`src/include/sfm_pkg.sv`:
```
// constants and types for the encoder fault monitor
package sfm_pkg;
  // ----------------------------------------
  // clock and timing
  // ----------------------------------------
  localparam int CLK_PERIOD_NS = 100; // 10 MHz core clock
  localparam int REACT_TIME_NS = 1000; // max fault reaction time
  localparam int REACT_CYCLES = (REACT_TIME_NS / CLK_PERIOD_NS); // round down, longest time
  localparam int DIAG_TIME_NS = 500; // diagnostic evaluation window
  localparam int DIAG_CYCLES = (DIAG_TIME_NS / CLK_PERIOD_NS);
  localparam logic [3:0] DIAG_CYCLES_W = 4'(DIAG_CYCLES); // diag timeout count
  // ----------------------------------------
  // widths, thresholds and reset values
  // ----------------------------------------
  localparam int SIG_W = 12; // signed sine/cosine sample width
  localparam int POS_W = 16; // absolute position width
  localparam int PHS_W = 2 * SIG_W + 1; // phasor length squared width
  localparam logic [PHS_W-1:0] PHS_MIN = 25'h0040000; // minimum phasor length squared
  localparam logic [PHS_W-1:0] PHS_MAX = 25'h0400000; // maximum phasor length squared
  localparam logic [7:0] MIN_SAMPLES = 8'h08; // least samples per signal period
  localparam logic [7:0] SMP_CNT_RST = 8'h00; // sample counter after reset
  localparam logic [POS_W-1:0] POS_RST = 16'h0000; // position after reset
  // ----------------------------------------
  // fault indication state machine
  // ----------------------------------------
  typedef enum logic [1:0] {
    SFM_OK = 2'b00, // no fault seen
    SFM_REACT = 2'b01, // fault seen, indication driven
    SFM_LATCH = 2'b10 // fault held until reset
  } sfm_state_type;
endpackage

```
`src/hw/sfm_fault_monitor.sv`:
```
// encoder side fault detection and indication toward the evaluation unit
//
// Overview of operation
// - detected dangerous fault drives dedicated indication output
// - fault reaction completes within max reaction time
// - phasor check on raw samples, before regulation
// - incremental and absolute channels processed separately
// - duplicated diagnostics cross-compared for coverage
// - too few samples per period flags fault
// - every out-of-tolerance fault reaches indication
`timescale 1ns/10ps
module sfm_fault_monitor (
  input wire logic core_clk_i,
  input wire logic rst_b_i,
  input wire logic sample_vld_i,
  input wire logic signed [sfm_pkg::SIG_W-1:0] sin_raw_i,
  input wire logic signed [sfm_pkg::SIG_W-1:0] cos_raw_i,
  input wire logic period_mark_i,
  input wire logic [sfm_pkg::POS_W-1:0] inc_pos_i,
  input wire logic [sfm_pkg::POS_W-1:0] abs_pos_i,
  input wire logic [sfm_pkg::POS_W-1:0] pos_tol_i,
  output logic fault_ind_b_o,
  output logic fault_latched_o,
  output logic diag_mismatch_o,
  output logic [sfm_pkg::POS_W-1:0] encoder_abs_position_o
);
  // ----------------------------------------
  // duplicated phasor checkers
  // ----------------------------------------
  logic phs_bad_a; // channel a verdict
  logic phs_bad_b; // channel b verdict, same raw inputs
  // both instances see raw samples; any regulation sits after this point
  sfm_phasor_chk u_chk_a (
    .core_clk_i(core_clk_i),
    .rst_b_i(rst_b_i),
    .sample_vld_i(sample_vld_i),
    .sin_i(sin_raw_i),
    .cos_i(cos_raw_i),
    .phs_bad_o(phs_bad_a)
  );
  sfm_phasor_chk u_chk_b (
    .core_clk_i(core_clk_i),
    .rst_b_i(rst_b_i),
    .sample_vld_i(sample_vld_i),
    .sin_i(sin_raw_i),
    .cos_i(cos_raw_i),
    .phs_bad_o(phs_bad_b)
  );
  // ----------------------------------------
  // checker self-diagnosis
  // ----------------------------------------
  logic chk_diff_ff; // the two checkers disagree
  // a disagreement means one checker is broken, so it counts as a fault
  always_ff @(posedge core_clk_i or negedge rst_b_i) begin
    if (!rst_b_i) begin
      chk_diff_ff <= 1'b0;
    end else begin
      chk_diff_ff <= phs_bad_a ^ phs_bad_b;
    end
  end
  // ----------------------------------------
  // sample density per signal period
  // ----------------------------------------
  logic [7:0] smp_cnt_ff; // samples since last period mark
  logic smp_low_ff; // period ended with too few samples
  always_ff @(posedge core_clk_i or negedge rst_b_i) begin
    if (!rst_b_i) begin
      smp_cnt_ff <= sfm_pkg::SMP_CNT_RST;
    end else if (period_mark_i) begin
      smp_cnt_ff <= sfm_pkg::SMP_CNT_RST;
    end else if (sample_vld_i && smp_cnt_ff != 8'hFF) begin
      smp_cnt_ff <= smp_cnt_ff + 8'h01; // saturating
    end
  end
  // interpolation unreliable when the period is undersampled
  always_ff @(posedge core_clk_i or negedge rst_b_i) begin
    if (!rst_b_i) begin
      smp_low_ff <= 1'b0;
    end else begin
      smp_low_ff <= period_mark_i && (smp_cnt_ff < sfm_pkg::MIN_SAMPLES);
    end
  end
  // ----------------------------------------
  // channel separation check
  // ----------------------------------------
  // incremental and absolute paths arrive through separate ports; only the
  // absolute value is forwarded, so a shared fault cannot move both unseen
  function automatic logic [sfm_pkg::POS_W-1:0] abs_diff(input logic [sfm_pkg::POS_W-1:0] a,
                                                          input logic [sfm_pkg::POS_W-1:0] b);
    abs_diff = (a > b) ? (a - b) : (b - a);
  endfunction
  logic chan_bad_ff; // internal channels drifted apart
  always_ff @(posedge core_clk_i or negedge rst_b_i) begin
    if (!rst_b_i) begin
      chan_bad_ff <= 1'b0;
    end else begin
      chan_bad_ff <= abs_diff(inc_pos_i, abs_pos_i) > pos_tol_i;
    end
  end
  // forwarded absolute value, never derived from the incremental path
  always_ff @(posedge core_clk_i or negedge rst_b_i) begin
    if (!rst_b_i) begin
      encoder_abs_position_o <= sfm_pkg::POS_RST;
    end else begin
      encoder_abs_position_o <= abs_pos_i;
    end
  end
  // ----------------------------------------
  // fault collection and reaction
  // ----------------------------------------
  logic any_fault; // any diagnostic fires
  always_comb begin
    any_fault = phs_bad_a | phs_bad_b | chk_diff_ff | smp_low_ff | chan_bad_ff;
  end
  sfm_pkg::sfm_state_type state_ff;
  sfm_pkg::sfm_state_type nxt_state;
  always_comb begin
    nxt_state = state_ff;
    case (state_ff)
      sfm_pkg::SFM_OK: begin
        if (any_fault) begin
          nxt_state = sfm_pkg::SFM_REACT;
        end
      end
      sfm_pkg::SFM_REACT: begin
        nxt_state = sfm_pkg::SFM_LATCH;
      end
      default: begin
        nxt_state = sfm_pkg::SFM_LATCH; // held until reset
      end
    endcase
  end
  always_ff @(posedge core_clk_i or negedge rst_b_i) begin
    if (!rst_b_i) begin
      state_ff <= sfm_pkg::SFM_OK;
    end else begin
      state_ff <= nxt_state;
    end
  end
  // indication is fail-safe: low means fault, so a dead line reads as fault
  always_ff @(posedge core_clk_i or negedge rst_b_i) begin
    if (!rst_b_i) begin
      fault_ind_b_o <= 1'b1;
    end else begin
      fault_ind_b_o <= !(any_fault || state_ff != sfm_pkg::SFM_OK);
    end
  end
  always_ff @(posedge core_clk_i or negedge rst_b_i) begin
    if (!rst_b_i) begin
      fault_latched_o <= 1'b0;
    end else if (state_ff == sfm_pkg::SFM_REACT) begin
      fault_latched_o <= 1'b1;
    end
  end
  always_ff @(posedge core_clk_i or negedge rst_b_i) begin
    if (!rst_b_i) begin
      diag_mismatch_o <= 1'b0;
    end else if (chk_diff_ff) begin
      diag_mismatch_o <= 1'b1; // sticky
    end
  end
  // ----------------------------------------
  // checks
  // ----------------------------------------
  localparam int REACT_MAX = sfm_pkg::REACT_CYCLES; // reaction bound in cycles, local for the delay range
  chk_react_bound: assert property (
    @(posedge core_clk_i) disable iff (!rst_b_i)
    any_fault |-> ##[1:REACT_MAX] !fault_ind_b_o)
    else $error("fault not indicated in time");
  chk_ind_hold: assert property (
    @(posedge core_clk_i) disable iff (!rst_b_i)
    (state_ff != sfm_pkg::SFM_OK) |=> !fault_ind_b_o)
    else $error("indication released after fault");
  chk_ind_cause: assert property (
    @(posedge core_clk_i) disable iff (!rst_b_i)
    (!any_fault && state_ff == sfm_pkg::SFM_OK) |=> fault_ind_b_o)
    else $error("indication without cause");
  chk_phasor_raw: assert property (
    @(posedge core_clk_i) disable iff (!rst_b_i)
    (sample_vld_i && sin_raw_i == '0 && cos_raw_i == '0) |=> ##1 !fault_ind_b_o)
    else $error("zero phasor not flagged");
  chk_dup_diff: assert property (
    @(posedge core_clk_i) disable iff (!rst_b_i)
    (phs_bad_a != phs_bad_b) |=> ##1 diag_mismatch_o)
    else $error("checker disagreement missed");
  chk_undersample: assert property (
    @(posedge core_clk_i) disable iff (!rst_b_i)
    (period_mark_i && smp_cnt_ff < sfm_pkg::MIN_SAMPLES) |=> ##1 !fault_ind_b_o)
    else $error("undersampled period missed");
  chk_chan_apart: assert property (
    @(posedge core_clk_i) disable iff (!rst_b_i)
    (abs_diff(inc_pos_i, abs_pos_i) > pos_tol_i) |=> ##1 !fault_ind_b_o)
    else $error("channel drift missed");
  chk_abs_fwd: assert property (
    @(posedge core_clk_i) disable iff (!rst_b_i)
    1'b1 |=> encoder_abs_position_o == $past(abs_pos_i))
    else $error("absolute value not forwarded");
  chk_latch_set: assert property (
    @(posedge core_clk_i) disable iff (!rst_b_i)
    $rose(state_ff == sfm_pkg::SFM_REACT) |=> fault_latched_o [*3])
    else $error("fault latch not held");
endmodule

```
`src/hw/sfm_phasor_chk.sv`:
```
// one independent phasor length checker channel
`timescale 1ns/10ps
module sfm_phasor_chk (
  input wire logic core_clk_i,
  input wire logic rst_b_i,
  input wire logic sample_vld_i,
  input wire logic signed [sfm_pkg::SIG_W-1:0] sin_i,
  input wire logic signed [sfm_pkg::SIG_W-1:0] cos_i,
  output logic phs_bad_o
);
  // ----------------------------------------
  // squared length, raw unregulated samples
  // ----------------------------------------
  logic signed [2*sfm_pkg::SIG_W-1:0] sin_sq; // full-width square, never truncated
  logic signed [2*sfm_pkg::SIG_W-1:0] cos_sq; // full-width square, never truncated
  logic [sfm_pkg::PHS_W-1:0] nxt_len; // sin^2 + cos^2
  // operands widen to the product width before the multiply, so no bits are lost
  always_comb begin
    sin_sq = sin_i * sin_i;
    cos_sq = cos_i * cos_i;
    nxt_len = {1'b0, sin_sq} + {1'b0, cos_sq}; // squares are never negative
  end
  // registered compare, one cycle latency
  always_ff @(posedge core_clk_i or negedge rst_b_i) begin
    if (!rst_b_i) begin
      phs_bad_o <= 1'b0;
    end else if (sample_vld_i) begin
      phs_bad_o <= (nxt_len < sfm_pkg::PHS_MIN) || (nxt_len > sfm_pkg::PHS_MAX);
    end
  end
endmodule

```
`config.mk`:
```
export PLATFORM = sky130hd
export DESIGN_NAME = sfm_fault_monitor
export DESIGN_NICKNAME = d
export VERILOG_FILES = /design/src/include/sfm_pkg.sv /design/src/hw/sfm_fault_monitor.sv /design/src/hw/sfm_phasor_chk.sv
export SDC_FILE = /design/constraint.sdc
export NUM_CORES = 1
export LEC_CHECK = 0
export ABC_AREA = 0
export CAP_MARGIN = 20
export CORE_MARGIN = 2
export CORE_UTILIZATION = 62
export CTS_BUF_LIST = sky130_fd_sc_hd__clkbuf_8
export DETAILED_ROUTE_END_ITERATION = 16
export DONT_BUFFER_PORTS = 1
export PLACE_DENSITY = 0.83
export SLEW_MARGIN = 25
export SYNTH_ARGS = -nofsm -noshare
export SYNTH_HDL_FRONTEND = slang
export SYNTH_HIERARCHICAL = 1
export SYNTH_SLANG_ARGS = --single-unit
```
`constraint.sdc`:
```
create_clock -name core_clk_i -period 2.5 [get_ports core_clk_i]
set_input_delay 0.5 -clock core_clk_i [delete_from_list [all_inputs] [get_ports core_clk_i]]
set_output_delay 0.5 -clock core_clk_i [all_outputs]
set_load 0.05 [all_outputs]
```
==> flow_summary.json <==
{
  "cp_max_fo": 28,
  "finalMaxSlewViolations": 0,
  "clock_sinks": 34,
  "cts_tree": "built",
  "violations": "negative setup slack",
  "h-tree-depth": 2,
  "yosysTopAreaCell": "fa_1",
  "grt_pass1_wl_microns": 111000,
  "cts_root_buf": "clkbuf_8",
  "n_fill_cell": 2393,
  "multi_input_area_sq_mm": 0.0220,
  "worst_slew_pin_slew_ps": 672,
  "cp.arrival_ps": 6700,
  "port_buffers": 0,
  "ys_warn_count": 6,
  "final_cell_area_sq_mm": 0.0306,
  "seq_area_sq_um": 852,
  "die_x_microns": 205,
  "placed_area_sq_mm": 0.0298,
  "outcome": "complete, but fails checks",
  "rows": 73,
  "largest_reg_flops": 16,
  "grt_start_max_net_pins": 34,
  "synth_edf_count": 0,
  "grt_pass1_vias": 24400,
  "crit_path_end_kind": "flip-flop",
  "avgSynthCellArea_sq_um": 8.86,
  "wl_microns": 67300,
  "async_reset_ff_share_pct": 100,
  "dp_hpwl_microns": 55100,
  "fin_crit_sh_pct": 262,
  "area_growth_pct": 22.7,
  "syn_inst": 2815,
  "largestRegisters": "encoder_abs_position_o x16, smp_cnt_ff x8, state_ff x2",
  "drc": 0,
  "dieHeight_microns": 205,
  "seq_area_frac_synth_pct": 3.42,
  "fin_nets": 4188,
  "maxCapViolCount": 0,
  "antenna_found_initial": 0,
  "period_needed_ps": 6540,
  "netlist_area_sq_mm": 0.0249,
  "timing.final.ws_setup_ps": -4040,
  "clock.fmax_mhz": 153,
  "cts.clk_slew.worst_paths_ps": 100,
  "skew_ps": 13.0,
  "cts_inserted_buffers": 5,
  "path_class": "primary input to flip-flop",
  "finalHoldViolCount": 0,
  "clock_latency_ps": 300,
  "drtAntennaViolNets": 0,
  "yosys-top-cells-area": "fa_1 (39%), ha_1 (17%), inv_1 (12%), xnor2_1 (4.1%), dfrtp_1 (3.3%)",
  "wl_per_cell_microns": 17.6,
  "post-place-cells": 3790,
  "rrSetupSlack_ps": 520,
  "worstPathRequired_ps": 2670,
  "vias": 21400,
  "mostFrequentLayoutCells": "inv_1 (734), buf_4 (528), fa_1 (478)",
  "synth_cell_types": 85,
  "pin_count": 95,
  "instances_no_fill": 3818,
  "synth.top_cell.area_share_pct": 39.2,
  "hold_class": "primary input to asynchronous set/reset pin",
  "clk_path_buf_depth": 2,
  "ys_seq_elements": 34,
  "drive_gt1_share_pct": 24.6,
  "grt_use_total_pct": 32.8,
  "relSlewSlack_pct": 55.0,
  "antennaDiodeCount": 0,
  "die_area_sq_mm": 0.0419,
  "gp_congestion": 0.923,
  "coreArea_sq_mm": 0.0397,
  "grt_remaining_overflow": 0,
  "synthFlopType": "dfrtp_1",
  "first_pass_iters": 7,
  "start_kind": "primary input",
  "setup_viol": 3,
  "viasPerCell": 5.60,
  "largest_register": "encoder_abs_position_o",
  "final_common_cell": "inv_1",
  "rsz0062_at_grt": "true",
  "first_iter_violations": 1120,
  "synth_nets": 3711,
  "tns_ps": -8890,
  "start_util_pct": 62.8
}
area by class of cell:
type | count | area share [%]
multi-input combinational | 1949 | 71.9
tap | 525 | 2.15
timing repair buffer | 535 | 13.4
sequential | 34 | 2.78
clock inverter | 2 | 0.0286
inverter | 767 | 9.50
clock buffer | 6 | 0.270
layer usage:
| metal | up-vias | track usage [%] | share of wire [%] |
|---|---|---|---|
| met5 | - | 0 | 0 |
| met4 | 0 | 15.5 | 4.9 |
| met3 | 290 | 3.52 | 4.9 |
| met2 | 822 | 61.9 | 54 |
| met1 | 10700 | 36.8 | 36 |
| li1 | 9594 | - | - |
cells in the mapped netlist (22+ instances only):
library cell / count
inv_1: 765
fa_1: 489
ha_1: 331
nand2_1: 203
nor2_1: 138
xnor2_1: 116
a21oi_1: 109
and2_1: 96
clkbuf_1: 55
xor2_1: 53
o21ai_0: 41
a21o_1: 39
dfrtp_1: 33
nor3_1: 28
nand4_1: 22
o21bai_1: 22
per-stage QoR:
step | setup WS, ps | util (%) | hold WS, ps
after global routing | -4280 | 77.0 | 41.1
final | -4040 | 77.0 | 30.3
after detailed placement | -4390 | 75.1 | 205
after CTS | -4020 | 76.4 | 32.4
after floorplan | -3950 | - | 204
after global placement | -4220 | 75.1 | 205
worst paths after layout:
check | cells after the start | from | to
max in group asynchronous | 1 | rst_b_i | encoder_abs_position_o[7]
hold / removal | 1 | rst_b_i | smp_cnt_ff[5]
hold reg to reg | 1 | smp_low_ff | fault_ind_b_o
setup reg to reg | 6 | smp_cnt_ff[0] | smp_cnt_ff[5]
setup / recovery | 28 | sin_raw_i[5] | u_chk_a/phs_bad_o
min in group core_clk_i | 0 | abs_pos_i[3] | encoder_abs_position_o[3]
kinds of logic (layout without fill, tap and decap cells):
kind of cell | after synthesis | in the layout | synth area share [%]
AND/OR/NAND/NOR | 607 | 607 | 12.0
multiplexers | 22 | 22 | 0.893
buffers and inverters | 832 | 1310 | 12.8
adder cells (fa/ha/maj) | 820 | 820 | 55.9
XOR/XNOR | 169 | 169 | 5.93
flip-flops | 34 | 34 | 3.42
AO/OA/AOI/OAI | 331 | 331 | 9.11
critical path: stages:
cell      delay (ps)
nand2_2           70
inv_1             60
fa_1             580
ha_4             220
fa_1             470
ha_1             300
inv_1             60
fa_1             540
inv_1             60
buf_4            130
fa_2             340
a21o_1           200
a21oi_2          160
o21bai_1         110
a21oi_2          200
o21ai_2          120
buf_4            160
xor2_1           150
ha_1             400
nand3_1          130
o211ai_1         240
a21oi_1          140
o31ai_2          380
a31oi_2          180
xnor2_2          260
nand4_1          150
mux2i_1          220
a41oi_2          150
what timing repair did:
item | in CTS | in global routing
cloned | 1 | 0
hold buffers | 1 | 0
setup endpoints to repair | 3 | 3
pin swaps | 68 | 36
hold endpoints to repair | 33 | 0
resized for setup | 56 | 41
setup buffers | 13 | 5
Power is left out: the tool's default activity adds up to more than one toggle a clock period on the data nets, which glitch-free logic cannot reach.
